### config.mk
export PLATFORM = sky130hd
export DESIGN_NAME = ctc_top
export DESIGN_NICKNAME = d
export VERILOG_FILES = /design/src/verilog/ctc_pkg.sv /design/src/verilog/ctc_top.sv
export SDC_FILE = /design/constraint.sdc
export NUM_CORES = 1
export LEC_CHECK = 0
export BUFFER_PORTS_ARGS = -buffer_cell sky130_fd_sc_hd__buf_2
export CORE_UTILIZATION = 43
export CTS_CLUSTER_DIAMETER = 80
export DETAILED_ROUTE_END_ITERATION = 16
export GPL_TIMING_DRIVEN = 0
export PLACE_DENSITY_LB_ADDON = 0.15
export SYNTH_ARGS = -nofsm -noshare
export SYNTH_HDL_FRONTEND = slang
export SYNTH_SLANG_ARGS = --single-unit
### constraint.sdc
create_clock -name sys_clk -period 2.1 [get_ports sys_clk]
set_input_delay 0.21 -clock sys_clk [delete_from_list [all_inputs] [get_ports sys_clk]]
set_output_delay 0.21 -clock sys_clk [all_outputs]
set_load 0.03 [all_outputs]
### src/verilog/ctc_pkg.sv
package ctc_pkg;
    localparam int unsigned ADR_W = 12;
    localparam int unsigned DAT_W = 32;
    localparam int unsigned REG_W = 16;
    // Word indices; byte address is four times the index
    localparam logic [9:0] CONT_IDX  = 10'h10d;
    localparam logic [9:0] PCTL_IDX  = 10'h10e;
    localparam logic [9:0] SIZE_IDX  = 10'h10f;
    localparam logic [9:0] MERR_IDX  = 10'h110;
    localparam logic [9:0] IOCTL_IDX = 10'h111;
    // Command and flag positions; B_RES, B_LINK and B_CK in the program word only, bank field in the I/O word only
    localparam int unsigned B_SAVE = 0;
    localparam int unsigned B_LOAD = 1;
    localparam int unsigned B_CMP  = 2;
    localparam int unsigned B_RES  = 3;
    localparam int unsigned B_LINK = 11;
    localparam int unsigned B_MODE = 12;
    localparam int unsigned B_RO   = 13;
    localparam int unsigned B_CAP  = 14;
    localparam int unsigned B_CK   = 15;
    localparam int unsigned BANK_LO = 8;
    localparam int unsigned BANK_HI = 11;
    // Memory error word positions
    localparam int unsigned ME_SETUP = 11;
    localparam int unsigned ME_LAD   = 12;
    localparam int unsigned ME_VEC   = 13;
    localparam int unsigned ME_REM   = 14;
    localparam int unsigned ME_BOOT  = 15;
    // Software-writable bits
    localparam logic [15:0] PCTL_WMASK  = 16'hf807;
    localparam logic [15:0] IOCTL_WMASK = 16'h7007;
    localparam logic [15:0] REG_RST     = 16'h0000;
    // Operating modes
    localparam logic [1:0] MODE_PROG = 2'h0;
    localparam logic [1:0] MODE_RUN  = 2'h1;
    localparam logic [1:0] MODE_MON  = 2'h2;
    // Cassette contents codes
    localparam logic [1:0] CONT_NONE = 2'h0;
    localparam logic [1:0] CONT_PROG  = 2'h1;
    localparam logic [1:0] CONT_IODAT = 2'h2;
    // Transfer operations
    localparam logic [2:0] OP_PSAVE = 3'h0;
    localparam logic [2:0] OP_PLOAD = 3'h1;
    localparam logic [2:0] OP_PCMP  = 3'h2;
    localparam logic [2:0] OP_ISAVE = 3'h3;
    localparam logic [2:0] OP_ILOAD = 3'h4;
    typedef enum logic {CTC_IDLE, CTC_BUSY} ctc_state_t;
endpackage

### src/verilog/ctc_top.sv
// Our own choice: register access over Wishbone.
`timescale 1ns/10ps
// Function
// - Program save in programming mode copies program memory to cassette.
// - Program command bits clear themselves once acted on.
// - Program commands outside programming mode raise error, no transfer.
// - Program load copies cassette program in, programming mode only.
// - Program compare checks user memory against cassette.
// - Compare result 0 on match, 1 on difference or impossible compare.
// - Save while link table active sets link error flag.
// - Mode, read-only, capacity errors on bits 12, 13, 14.
// - Any program error except checksum blocks the save.
// - Cassette checksum failure sets bit 15; software repeats transfer.
// - Memory error word carries no cassette checksum detail.
// - Size word low byte gives cassette program size code.
// - Size code 00 means no ladder program stored.
// - Size word high byte gives CPU program size, same coding.
// - Memory error bits 11 to 15 flag setup, ladder, vector, removal, boot.
// - I/O save in programming mode copies I/O data memory to cassette.
// - I/O load copies cassette I/O data back into memory.
// - I/O commands outside programming mode raise error, no transfer.
// - I/O command bits clear themselves once handled.
// - Bank field shows extended data memory bank when cassette holds I/O.
// - I/O mode, read-only, capacity errors; read-only still transfers.
// - Contents type reported: 00 none, 01 program, 02 I/O data.
module ctc_top
    import ctc_pkg::*;
(
    input  wire logic             sys_clk,
    input  wire logic             rst,
    input  wire logic             wb_cyc_i,
    input  wire logic             wb_stb_i,
    input  wire logic             wb_we_i,
    input  wire logic [ADR_W-1:0] wb_adr_i,
    input  wire logic [3:0]       wb_sel_i,
    input  wire logic [DAT_W-1:0] wb_dat_i,
    output logic      [DAT_W-1:0] wb_dat_o,
    output logic                  wb_ack_o,
    input  wire logic [1:0]       ctl_mode,
    input  wire logic             link_table_active,
    input  wire logic             cart_read_only,
    input  wire logic             cart_space_ok,
    input  wire logic [1:0]       cart_contents,
    input  wire logic [3:0]       cart_bank,
    input  wire logic [7:0]       cart_prog_size,
    input  wire logic [7:0]       cpu_prog_size,
    input  wire logic             err_setup_cksum,
    input  wire logic             err_ladder_cksum,
    input  wire logic             err_vector_cksum,
    input  wire logic             err_cart_removed,
    input  wire logic             err_autoboot,
    output logic                  xfer_req,
    output logic      [2:0]       xfer_op,
    input  wire logic             xfer_done,
    input  wire logic             xfer_mismatch,
    input  wire logic             xfer_cksum_err
);

    function automatic logic [15:0] wmerge(
        input logic [15:0] old_v,
        input logic [15:0] new_v,
        input logic [1:0]  sel,
        input logic [15:0] mask
    );
        logic [15:0] m;
        m = {{8{sel[1]}}, {8{sel[0]}}} & mask;
        wmerge = (old_v & ~m) | (new_v & m);
    endfunction

    function automatic logic hit(
        input logic [ADR_W-1:0] adr,
        input logic [9:0]       idx
    );
        hit = (adr[ADR_W-1:2] == idx);
    endfunction

    ctc_state_t       st_reg;
    ctc_state_t       st_next;
    logic [15:0]      pctl_reg;
    logic [15:0]      pctl_next;
    logic [15:0]      ioctl_reg;
    logic [15:0]      ioctl_next;
    logic [15:0]      size_reg;
    logic [15:0]      size_next;
    logic [15:0]      merr_reg;
    logic [15:0]      merr_next;
    logic [1:0]       cont_reg;
    logic [1:0]       cont_next;
    logic             req_reg;
    logic             req_next;
    logic [2:0]       op_reg;
    logic [2:0]       op_next;
    logic             ack_reg;
    logic             ack_next;
    logic [DAT_W-1:0] dat_reg;
    logic [DAT_W-1:0] dat_next;
    logic             bus_req;
    logic             bus_wr;
    logic             prog_mode;
    logic             prog_cmd;
    logic             io_cmd;

    assign bus_req   = wb_cyc_i && wb_stb_i && !ack_reg;
    assign bus_wr    = bus_req && wb_we_i;
    assign prog_mode = (ctl_mode == MODE_PROG);
    assign prog_cmd  = |pctl_reg[B_CMP:B_SAVE];
    assign io_cmd    = |ioctl_reg[B_LOAD:B_SAVE];

    // Bus slave: every access answers one cycle after it is seen
    always_comb
    begin
        ack_next = bus_req;
        dat_next = dat_reg;
        if (bus_req && !wb_we_i)
        begin
            dat_next = '0;
            if (hit(wb_adr_i, CONT_IDX))
                dat_next[1:0] = cont_reg;
            else if (hit(wb_adr_i, PCTL_IDX))
                dat_next[15:0] = pctl_reg;
            else if (hit(wb_adr_i, SIZE_IDX))
                dat_next[15:0] = size_reg;
            else if (hit(wb_adr_i, MERR_IDX))
                dat_next[15:0] = merr_reg;
            else if (hit(wb_adr_i, IOCTL_IDX))
                dat_next[15:0] = ioctl_reg;
        end
    end

    // Status mirrors
    always_comb
    begin
        // Cassette fills the low byte, CPU the high byte
        size_next = {cpu_prog_size, cart_prog_size};
        cont_next = cart_contents;
        merr_next = REG_RST;
        // Only five flags live here; cassette checksum stays out
        merr_next[ME_SETUP] = err_setup_cksum;
        merr_next[ME_LAD]   = err_ladder_cksum;
        merr_next[ME_VEC]   = err_vector_cksum;
        merr_next[ME_REM]   = err_cart_removed;
        merr_next[ME_BOOT]  = err_autoboot;
    end

    // Command sequencer
    always_comb
    begin
        st_next    = st_reg;
        req_next   = req_reg;
        op_next    = op_reg;
        pctl_next  = pctl_reg;
        ioctl_next = ioctl_reg;
        // Software first so that hardware updates win the same cycle
        if (bus_wr && hit(wb_adr_i, PCTL_IDX))
            pctl_next = wmerge(pctl_reg, wb_dat_i[15:0],
                               wb_sel_i[1:0], PCTL_WMASK);
        if (bus_wr && hit(wb_adr_i, IOCTL_IDX))
            ioctl_next = wmerge(ioctl_reg, wb_dat_i[15:0],
                                wb_sel_i[1:0], IOCTL_WMASK);
        // Bank field only meaningful while the cassette holds I/O data
        ioctl_next[BANK_HI:BANK_LO] =
            (cart_contents == CONT_IODAT) ? cart_bank : 4'h0;
        unique case (st_reg)
            CTC_IDLE:
            begin
                // Pending bits simply wait while busy
                if (prog_cmd)
                begin
                    pctl_next[B_CK:B_LINK] = '0;
                    if (pctl_reg[B_SAVE])
                    begin
                        op_next = OP_PSAVE;
                        pctl_next[B_SAVE] = 1'b0;
                    end
                    else if (pctl_reg[B_LOAD])
                    begin
                        op_next = OP_PLOAD;
                        pctl_next[B_LOAD] = 1'b0;
                    end
                    else
                    begin
                        op_next = OP_PCMP;
                        pctl_next[B_CMP] = 1'b0;
                    end
                    if (!prog_mode)
                    begin
                        pctl_next[B_MODE] = 1'b1;
                        if (!pctl_reg[B_SAVE] && !pctl_reg[B_LOAD])
                            pctl_next[B_RES] = 1'b1;
                    end
                    else if (pctl_reg[B_SAVE] && link_table_active)
                        pctl_next[B_LINK] = 1'b1;
                    else if (pctl_reg[B_SAVE] && cart_read_only)
                        pctl_next[B_RO] = 1'b1;
                    else if (pctl_reg[B_SAVE] ? !cart_space_ok
                             : (cart_contents != CONT_PROG))
                    begin
                        pctl_next[B_CAP] = 1'b1;
                        if (!pctl_reg[B_SAVE] && !pctl_reg[B_LOAD])
                            pctl_next[B_RES] = 1'b1;
                    end
                    else
                    begin
                        req_next = 1'b1;
                        st_next  = CTC_BUSY;
                    end
                end
                else if (io_cmd)
                begin
                    ioctl_next[B_CAP:B_MODE] = '0;
                    if (ioctl_reg[B_SAVE])
                    begin
                        op_next = OP_ISAVE;
                        ioctl_next[B_SAVE] = 1'b0;
                    end
                    else
                    begin
                        op_next = OP_ILOAD;
                        ioctl_next[B_LOAD] = 1'b0;
                    end
                    if (!prog_mode)
                        ioctl_next[B_MODE] = 1'b1;
                    else if (ioctl_reg[B_SAVE] ? !cart_space_ok
                             : (cart_contents != CONT_IODAT))
                        ioctl_next[B_CAP] = 1'b1;
                    else
                    begin
                        // Read-only is reported but does not stop it
                        ioctl_next[B_RO] = ioctl_reg[B_SAVE]
                                           && cart_read_only;
                        req_next = 1'b1;
                        st_next  = CTC_BUSY;
                    end
                end
            end
            CTC_BUSY:
            begin
                if (xfer_done)
                begin
                    req_next = 1'b0;
                    st_next  = CTC_IDLE;
                    if (op_reg <= OP_PCMP && xfer_cksum_err)
                        pctl_next[B_CK] = 1'b1;
                    if (op_reg == OP_PCMP)
                        pctl_next[B_RES] = xfer_mismatch
                                           || xfer_cksum_err;
                end
            end
        endcase
    end

    always_ff @(posedge sys_clk)
    begin
        if (rst)
        begin
            st_reg    <= CTC_IDLE;
            req_reg   <= 1'b0;
            op_reg    <= OP_PSAVE;
            pctl_reg  <= REG_RST;
            ioctl_reg <= REG_RST;
            size_reg  <= REG_RST;
            merr_reg  <= REG_RST;
            cont_reg  <= CONT_NONE;
            ack_reg   <= 1'b0;
            dat_reg   <= '0;
        end
        else
        begin
            st_reg    <= st_next;
            req_reg   <= req_next;
            op_reg    <= op_next;
            pctl_reg  <= pctl_next;
            ioctl_reg <= ioctl_next;
            size_reg  <= size_next;
            merr_reg  <= merr_next;
            cont_reg  <= cont_next;
            ack_reg   <= ack_next;
            dat_reg   <= dat_next;
        end
    end

    assign wb_ack_o = ack_reg;
    assign wb_dat_o = dat_reg;
    assign xfer_req = req_reg;
    assign xfer_op  = op_reg;

    logic idle_p;
    logic idle_io;
    assign idle_p  = (st_reg == CTC_IDLE) && prog_cmd;
    assign idle_io = (st_reg == CTC_IDLE) && !prog_cmd && io_cmd;
endmodule

# Word level (Yosys, flattened, before mapping)
# Cells that the tools add are included.
# totals
regBits,88
wordCells,139
in_bits,88
# op_classes
magnitude_cmp,1
n_mux,73
reduce_logical,24
eq_ne,17
bitwise,10
# op_table
op,count
two-way mux 16 bit,5
"== test 10 x 9 -> 1 bit, second input constant",5
bitwise AND 16 bit,3
two-way mux 1 bit,42
bitwise OR 16 bit,2
two-way mux 3 bit,7
"inequality test 3 bit, second input constant",7
two-way mux 2 bit,10
bitwise AND 16 x 15 -> 16 bit,1
inverter 15 -> 16 bit,1
inverter 16 bit,1
two-way mux 15 bit,1
two-way mux 14 bit,1
logical AND 1 bit,11
two-way mux 4 bit,2
one-hot mux 1 bit (2 select lines),4
AND reduction 8 bit,1
zero test 1 bit,5
two-way mux 5 bit,1
"inequality test 2 bit, second input constant",2
OR reduction 2 bit,2
"== test 3 x 2 -> 1 bit, second input constant",1
"<= comparator 3 x 2 -> 1 bit, second input constant",1
OR reduction 3 bit,1
other kinds (7),8

# Longest topological paths before layout
# Gate-level depths: netlist (run 1).
# logic_depth
ltp_word,12
mapped_depth,7
depth_no_buf,5

# Worst setup path after synthesis (run 1)
# Ideal clock, no wire load.
# synth_path
kind,input to register
from,input port wb_adr_i[9]
to,register pctl_reg[12]
arrival_time_ps,2130
slack_ps,-116
stages,6
required_ps,2014
cell_sequence,or4b_4 > or3b_4 > or4_1 > buf_2 > mux2i_1 > a211oi_1
# synth_via
elab_chain_cells,5
# synth_lines
item,line,source
start: declaration,ctc_top.sv:34,"input wire logic [ADR_W-1:0] wb_adr_i,"
== test 10 x 9 -> 1 bit (*),ctc_top.sv:74,hit = (adr[ADR_W-1:2] == idx);
logical AND 1 bit (*),ctc_top.sv:154,"if (bus_wr && hit(wb_adr_i, PCTL_IDX))"
two-way mux 16 bit (*),ctc_top.sv:154,
two-way mux 5 bit,ctc_top.sv:167,if (prog_cmd)
two-way mux 4 bit (*),ctc_top.sv:163,unique case (st_reg)
end signal: assignment,ctc_top.sv:272,pctl_reg <= pctl_next;
end: declaration,ctc_top.sv:79,logic [15:0] pctl_reg;
# Every way passes the cells marked *; elsewhere a longest branch is shown, timed or not.
# A chain may end at the register's enable or synchronous reset.

# Final worst setup path (run 1)
# layout_path
from,input port wb_adr_i[9]
to,register pctl_reg[13]
# The elaborated chain is that of the path after synthesis.

==> results, run 1 <==
- The area occupied by multi-input gates is 1434 um2.
- The max-capacitance violation count is 0.
- The count of buffering cells on the critical path with inverters included is 2.
- The relative contribution of the clock network to total power is a little under half.
- The run finished with clean final reports.
- During placement, the flow inserted port buffers numbering 79.
- Global routing used roughly 37% of the available met2 tracks.
- At the pin with the least slew margin, the transition time is between 600 and 700 ps.
- For this run, the slowest stage of the critical path takes 570 ps.
- The largest fanout of any net on the critical path is 5.
- The total wire length is between 7000 and 8000 um.
- In the synthesized netlist the dominant register cell turns out to be dfxtp_1.
- Setup violations remaining at the end of the flow were counted as 0.
- The path class of the tightest hold or removal check is in -> reg.
- In the post-synthesis netlist, the biggest area contributors are dfxtp_1 45%, mux2i_1 6.3%, nor2b_1 5.3%, o21ai_0 4.6%, nand2_1 4.4%.
- After detailed placement, the total cell area comes to about 3400 um2.
- The area share of the largest cell type after synthesis is 45.09%.
- 125 I/O pins were placed.
- For this block, the initial DRC count from the detailed router was roughly 130.
- For the final routed database, the setup TNS stands at 0 ps.
- The CTS buffer count is 9.
- The count of placed standard cells in the final layout, fillers left out is roughly 520.
- Global routing used 22.20% of the available tracks across all layers.
- In the final routed layout, each cell accounts on average for 14.15 um.
- The share of total power dissipated in sequential elements is about 44%.
- In the post-route analysis, the smallest setup slack over all paths is 110.7 ps.
- A synthesized cell averages 8.585 um2.
- The count of nets left with antenna violations once routing finished came out at 0.
- Of all flip-flops after synthesis, the portion carrying an async set or reset was 0%.
- The finished cells cover 3681 um2.
- The fmax is roughly 500 MHz.
- After clock tree synthesis, the clock-pin slew on the worst setup and hold paths is roughly 80 ps.
- The maximum resistive drop on vdd is approximately 0.00067 V.
- Counting flops with a built-in enable in the synthesized netlist gives 0.
- The tree is rooted in a clkbuf_8.
- STA classifies the critical path startpoint as an input port.
- The count of final hold-check violations came to 0.
- Buffers inserted to repair hold after CTS numbered 0.
- For the worst-skew pair, the clock arrives at the later sink with an insertion delay of between 300 and 400 ps.
- Among all cell types in the netlist, the one instantiated most often is dfxtp_1.
- Data on the critical path arrives at its endpoint at between 2000 and 2500 ps.
- Net switching is a little under a quarter of the power.
- In this run the vertical extent of the chip is ~83 um.
- The number of H-tree branching levels is 3.
- The number of filler instances in the final layout is 617.
- The netlist area before placement is 2841 um2.
- Internal power comes to 2.166 mW.
- The remaining global-route overflow is 0.
- Power comes to between 2 and 3 mW.
- The analysis attributes to net switching a power of about 650 uW.
- Using the TritonRoute via totals, the vias-per-cell ratio works out to a little over 5.
- The initial antenna violation count was 0.
- The final count of pins violating max slew is 0.
- In the global route stage, met3 resource usage came out at 4.374%.
- The first global-routing pass estimated around 12,000 um of wire.
- The repair_antennas step left the layout with diodes totalling 0.
- After synthesis, flip-flops and latches occupy a little under half of the total area.
- Across the routed clock network, the largest skew measured is 8.756 ps.
- The synthesized design spends more area on one cell type than any other, namely dfxtp_1.
- The maximum clock insertion buffer count is 2.
- The via count of the first global-routing pass is between 2,000 and 2,500.
- The post-cts sizing count is 1.
- The full die area is slightly below 7000 um2.
- Hold timing on the final database bottoms out at a slack of between 60 and 70 ps.
- The highest-utilization routing layer at the global route stage is met2.
- Synthesis instantiated 47 different standard cells from the library.
- Dividing total power by cell area gives a power density of between 700 and 800 nW/um2.
- Of the available clock period, the critical path in the final layout requires between 90% and 100%.
- The total clock sinks is 64.
- The horizontal die dimension is between 80 and 90 um.
- The combinational group share of total power is under 10%.
- In the routed design, unresolved DRC markers number 0.
- The global placement routability congestion is slightly below 0.9.
- The number of synthesis warnings is 0.
- The first-pass iteration count of the detailed router is 5.
- After the last flow step, the layout net total stands at approximately 520.
- On the critical path the largest part of the delay comes from simple AND/OR/NAND/NOR gates.
- Walking the worst path, the cells encountered are buf_2 > or4b_4 > or3b_4 > or4_4 > buf_6 > mux2i_1 > a211oi_1.
- After technology mapping, the gate count stands at approximately 330.
- The utilization after layout is between 50% and 60%.
- For this block, the via count after detailed routing is 2,613.
- The wire-length estimate of the detail-placed layout is 5591 um.
- The final period demand of the worst path is 1989 ps.
- The starting density of the core is approximately 45%.
- In this run, synthesis produced a sequential element count of between 60 and 70.
- The cell total after placement is around 500.
- Entering global routing, the biggest net connects 13 pins.
- The analysis attributes to cell leakage a power of ~1.6 nW.
- STA classifies the critical path endpoint as a flop.
- Before CTS, the worst setup slack after placement is -308.7 ps.
- The ratio of cells with drive above 1 in the final layout is 28.80%.
- Setup repair after global routing left no endpoint under its margin.
- Registers take around 1300 um2.
- The CTS tree is done.
- The global routing usage on met1 is between 20% and 30%.
- The setup fix buffers added after clock tree synthesis is 0.
- The core region is about 6300 um2.
- The number of core rows is 29.
- STA puts the critical path data required time at around 2400 ps.
- Compared with the post-synthesis result, the final layout area differs by 29.55%.
- Ranked by instance count, the synthesized netlist is headed by 64 x dfxtp_1, 33 x nand2_1, 26 x o21ai_0.
- Measured against its own limit, the worst slew margin works out to 56.57%.
- The slowest stage of the critical path is the or4b_4 cell.
- The worst setup path category is in -> reg.
placed cells by master (no fill, tap or decap), types with 7 or more instances in the layout:
cell	instances
a21oi_1	22
buf_2	79
buf_4	16
clkbuf_1	14
clkbuf_8	10
conb_1	16
dfxtp_1	64
inv_1	9
mux2i_1	18
nand2_1	33
nand3_1	10
nor2_1	22
nor2b_1	24
nor3_1	7
o21ai_0	26
worst register-to-register path: stages (launching register included):
cell and delay, ps:
dfxtp_1 320, clkbuf_1 200, nor4_2 410, o21ai_0 330, nor3_1 330, a22oi_1 110, a21oi_1 180
power groups by stage:
stage,combinational [mW],sequential [mW],clock [mW]
floorplan,0.146,1.28,0
global placement,0.238,1.28,0
detailed placement,0.240,1.28,0
CTS,0.242,1.25,1.33
global route,0.267,1.25,1.39
finish,0.244,1.25,1.32
logic make-up (layout without fill, tap and decap cells):
group,after synthesis,in the layout,synth area share [%]
AND/OR/NAND/NOR,129,129,24.22
AO/OA/AOI/OAI,77,77,16.25
flip-flops,64,64,45.09
buffers and inverters,41,136,7.574
multiplexers,19,19,6.737
other,1,16,0.1320
final cells by class:
class                   count  share of cell area (%)
multi-input cells         241                   38.95
flip-flops and latches     64                   34.81
repair buffers             79                   10.74
plain buffers              32                   5.099
clock buffers              10                   3.739
clock inverters             6                   3.127
well taps                  77                   2.617
inverters                   9                  0.9177
final timing paths:
path                                    from      endpoint  slack (ps)  cells past startpoint
worst min-delay path            cart_bank[1]  ioctl_reg[9]          60                      2
worst max register to register        st_reg        st_reg         140                      6
worst max-delay path             wb_adr_i[9]  pctl_reg[13]         110                      7
worst min register to register   size_reg[5]   wb_dat_o[5]         450                      2
metal layers:
| layer | vias up | part of all wire, % |
|---|---|---|
| met5 | - | 0 |
| met4 | 0 | 1.9 |
| met3 | 12 | 4.8 |
| met2 | 74 | 49 |
| met1 | 1196 | 44 |
| li1 | 1331 | - |
Power figures use the tool's default switching activity.
==> run 2, diff against run 1 <==
--- a/config.mk
+++ b/config.mk
@@ -6,7 +6,10 @@
 export NUM_CORES = 1
 export LEC_CHECK = 0
 export BUFFER_PORTS_ARGS = -buffer_cell sky130_fd_sc_hd__buf_2
-export CORE_UTILIZATION = 43
+export CAP_MARGIN = 20
+export CELL_PAD_IN_SITES_DETAIL_PLACEMENT = 1
+export CELL_PAD_IN_SITES_GLOBAL_PLACEMENT = 2
+export CORE_UTILIZATION = 23
 export CTS_CLUSTER_DIAMETER = 80
 export DETAILED_ROUTE_END_ITERATION = 16
 export GPL_TIMING_DRIVEN = 0
==> constraint.sdc (replaced) <==
create_clock -name sys_clk -period 2.1 [get_ports sys_clk]
set_input_delay 0.21 -clock sys_clk [delete_from_list [all_inputs] [get_ports sys_clk]]
set_output_delay 0.21 -clock sys_clk [all_outputs]
set_load 0.1 [all_outputs]
==> run 2 against run 1 <==
Utilization decreased by 26 points. Cell area is 5.9% higher. Non-clock buffer count is 1 higher. Sequential power is essentially flat. Fmax is 4.5% lower. Setup slack got worse by 93 ps. Sequential share of layout area down 1.9 points. First-iteration DRC count down 30%. Largest power group unchanged. Highest routed layer unchanged. Via count up 3.1%.
==> results, run 2 (synthesized netlist as in run 1, its figures left out) <==
- For this design the static power due to leakage is ~1.7 nW.
- In the layout the commonest cells are 79 x buf_2, 63 x dfxtp_1, 33 x nand2_1.
- In the routed layout, each cell is associated on average with a via count of between 4 and 5.
- For this run, the post-layout net count is roughly 530.
- The die covers around 13,000 um2.
- The count of final hold-check violations is 0.
- The number of instances on the worst hold path is 2.
- Dividing total power by cell area gives a power density of slightly below 900 nW/um2.
- The kind of capture point of the worst setup path is a flop.
- The congestion estimate from routability-driven global placement came to ~0.74.
- TritonCTS built the clock tree.
- The half-perimeter wire length after detailed placement is 7413 um.
- The number of core rows is 40.
- The initial antenna violation count is 0.
- After clock tree synthesis, the clock-pin slew on the worst setup and hold paths is roughly 60 ps.
- The critical path startpoint category is an input port.
- Excluding fillers, the count of instances in the completed layout stands at between 500 and 600.
- The pre-antenna-repair detailed-routing pass consisted of 4 iterations.
- Cells fill around a third of the core in the end.
- The worst setup path is of the in -> reg kind.
- Across the VDD grid, the largest voltage drop is roughly 0.00037 V.
- The H-tree generated during clock tree synthesis spans 3 levels.
- The max-capacitance violation count is 0.
- The horizontal die dimension is roughly 110 um.
- Port buffering added 79 buffers.
- The CTS buffer count is 9.
- Entering global routing, the biggest net connects 13 pins.
- The number of remaining DRC errors is 0.
- The first-pass GRT wire length is approximately 15,000 um.
- After global routing the overflow that remains totals 0.
- In this run the cell area measured after placement is around 3500 um2.
- The largest fanout of any net on the critical path is 10.
- The via count of the first global-routing pass came to approximately 2,800.
- The number of antenna diodes in the final layout is 0.
- The logic depth of the worst register-to-register path is 5.
- The per-cell routed wire length is between 15 and 20 um.
- The global-route usage over all layers is between 10% and 20%.
- Adding up every negative setup slack in the final design gives 0 ps.
- The total wire length is 9550 um.
- The vertical extent of the die is 113.2 um.
- The maximum clock insertion buffer count is 2.
- The worst-case hold path end point is ioctl_reg[9].
- In this run the clock root is driven by a clkbuf_16.
- The worst hold margin is 76.98 ps.
- In this run the most critical hold path is launched from cart_bank[1].
- The ratio of cells with drive above 1 in the final layout is between 20% and 30%.
- At the worst endpoint, the arrival time is 2310 ps.
- The flow ran to the end, and the final reports show no timing, DRC or antenna violations.
- Dividing the final minimum period by the clock period gives 99.16%.
- In this run the tightest slew margin relative to its limit is between 50% and 60%.
- The final route contains about 2,700 vias.
- The data required time at the worst endpoint is 2320 ps.
- Buffers inserted to repair hold after CTS numbered 0.
- After detailed placement, the design holds a cell count of 572.
- In this run the remaining antenna-violating nets after routing total 0.
- The worst reg2reg path endpoint is xfer_req.
- The total core area is 12,010 um2.
- For the finished layout, the period the worst path requires is roughly 2100 ps.
- The worst-margin pin slew is ~670 ps.
- The count of endpoints failing setup in the final report is 0.
- The path class of the tightest hold or removal check is in -> reg.
- The clock latency reported for the late side of the worst-skew pair is approximately 330 ps.
- The final count of pins violating max slew is 0.
- The initial utilization of the core area, before any placement, comes to 23.66%.
- Setup repair after global routing could not meet its margin everywhere.
- The count of routing violations after the opening detailed-route iteration is 89.
- The relative area change from synthesis to final layout is 37.25%.
- Derived from the worst setup path, the maximum achievable clock frequency is just under 500 MHz.
- Across all register-to-register paths, the minimum setup slack is 180 ps.
- The clock drives between 60 and 70 sinks.
- The library cell used most frequently in the layout, excluding fill and tap cells, is buf_2.
- The post-route cell area is between 3000 and 4000 um2.
- Between clock sinks in the finished design, the worst skew comes to about 5.4 ps.
- 125 I/O pins were placed.
- The startpoint identified for the worst register-to-register timing path is pctl_reg[1].
==> run 2: changes by cell type in the layout (fill, tap and decap cells not counted), sizes merged <==
cell / delta
buf: +1
==> run 2: per-stage QoR <==
stage	total power [mW]	worst slack, ps
2_1_floorplan	1.517	-9.625
3_3_place_gp	1.623	-404.1
3_5_place_dp	1.625	-437.2
4_1_cts	3.413	64.91
5_1_grt	3.494	-54.08
6_report	3.371	17.72
==> run 2: critical path, cell delays in order <==
cell	delay (ps)
buf_2	100
or4b_4	570
or3b_4	460
clkbuf_1	290
or3_1	430
a32o_1	260
==> run 2: routing by layer <==
layer  track usage [%]  routed length [um]  up-vias
met4             6.404                 160        0
met3             2.410                 323       11
li1                  -                   -     1341
met5                 0                   0        -
met1             19.35                4391     1287
met2             27.48                4675       55
==> run 2: final cells by class <==
type                       instances  area (um2)
multi-input combinational        241        1455
clock inverter                     6       115.1
sequential                        64        1282
timing repair buffer              80       402.9
tap                              147       183.9
clock buffer                      10       239.0
buffer                            32       187.7
fill                            1446        8112
inverter                           9       33.78
==> run 2: report_power, final <==
part / leakage [nW] / internal, mW / switching [mW]
logic: 0.974 / 0.101 / 0.251
registers: 0.523 / 1.24 / 0.00910
clock network: 0.169 / 1.20 / 0.570
==> run 2: how the worst max path moves through the flow <==
stage,end,startpoint,slack (ps),cells past startpoint
floorplan,wb_dat_o[15],wb_ack_o,-10,5
global placement,wb_dat_o[6],wb_adr_i[9],-400,7
detailed placement,wb_dat_o[10],wb_adr_i[9],-440,7
CTS,wb_dat_o[11],wb_adr_i[9],60,6
global route,wb_dat_o[11],wb_adr_i[9],-50,6
finish,wb_dat_o[11],wb_adr_i[9],20,6
==> run 2: repair_timing <==
action | 4_1_cts | 5_1_grt
hold endpoints to repair | 0 | 0
buffers inserted | 0 | 1
resized for setup | 5 | 4
endpoints found under the setup margin | 19 | 13
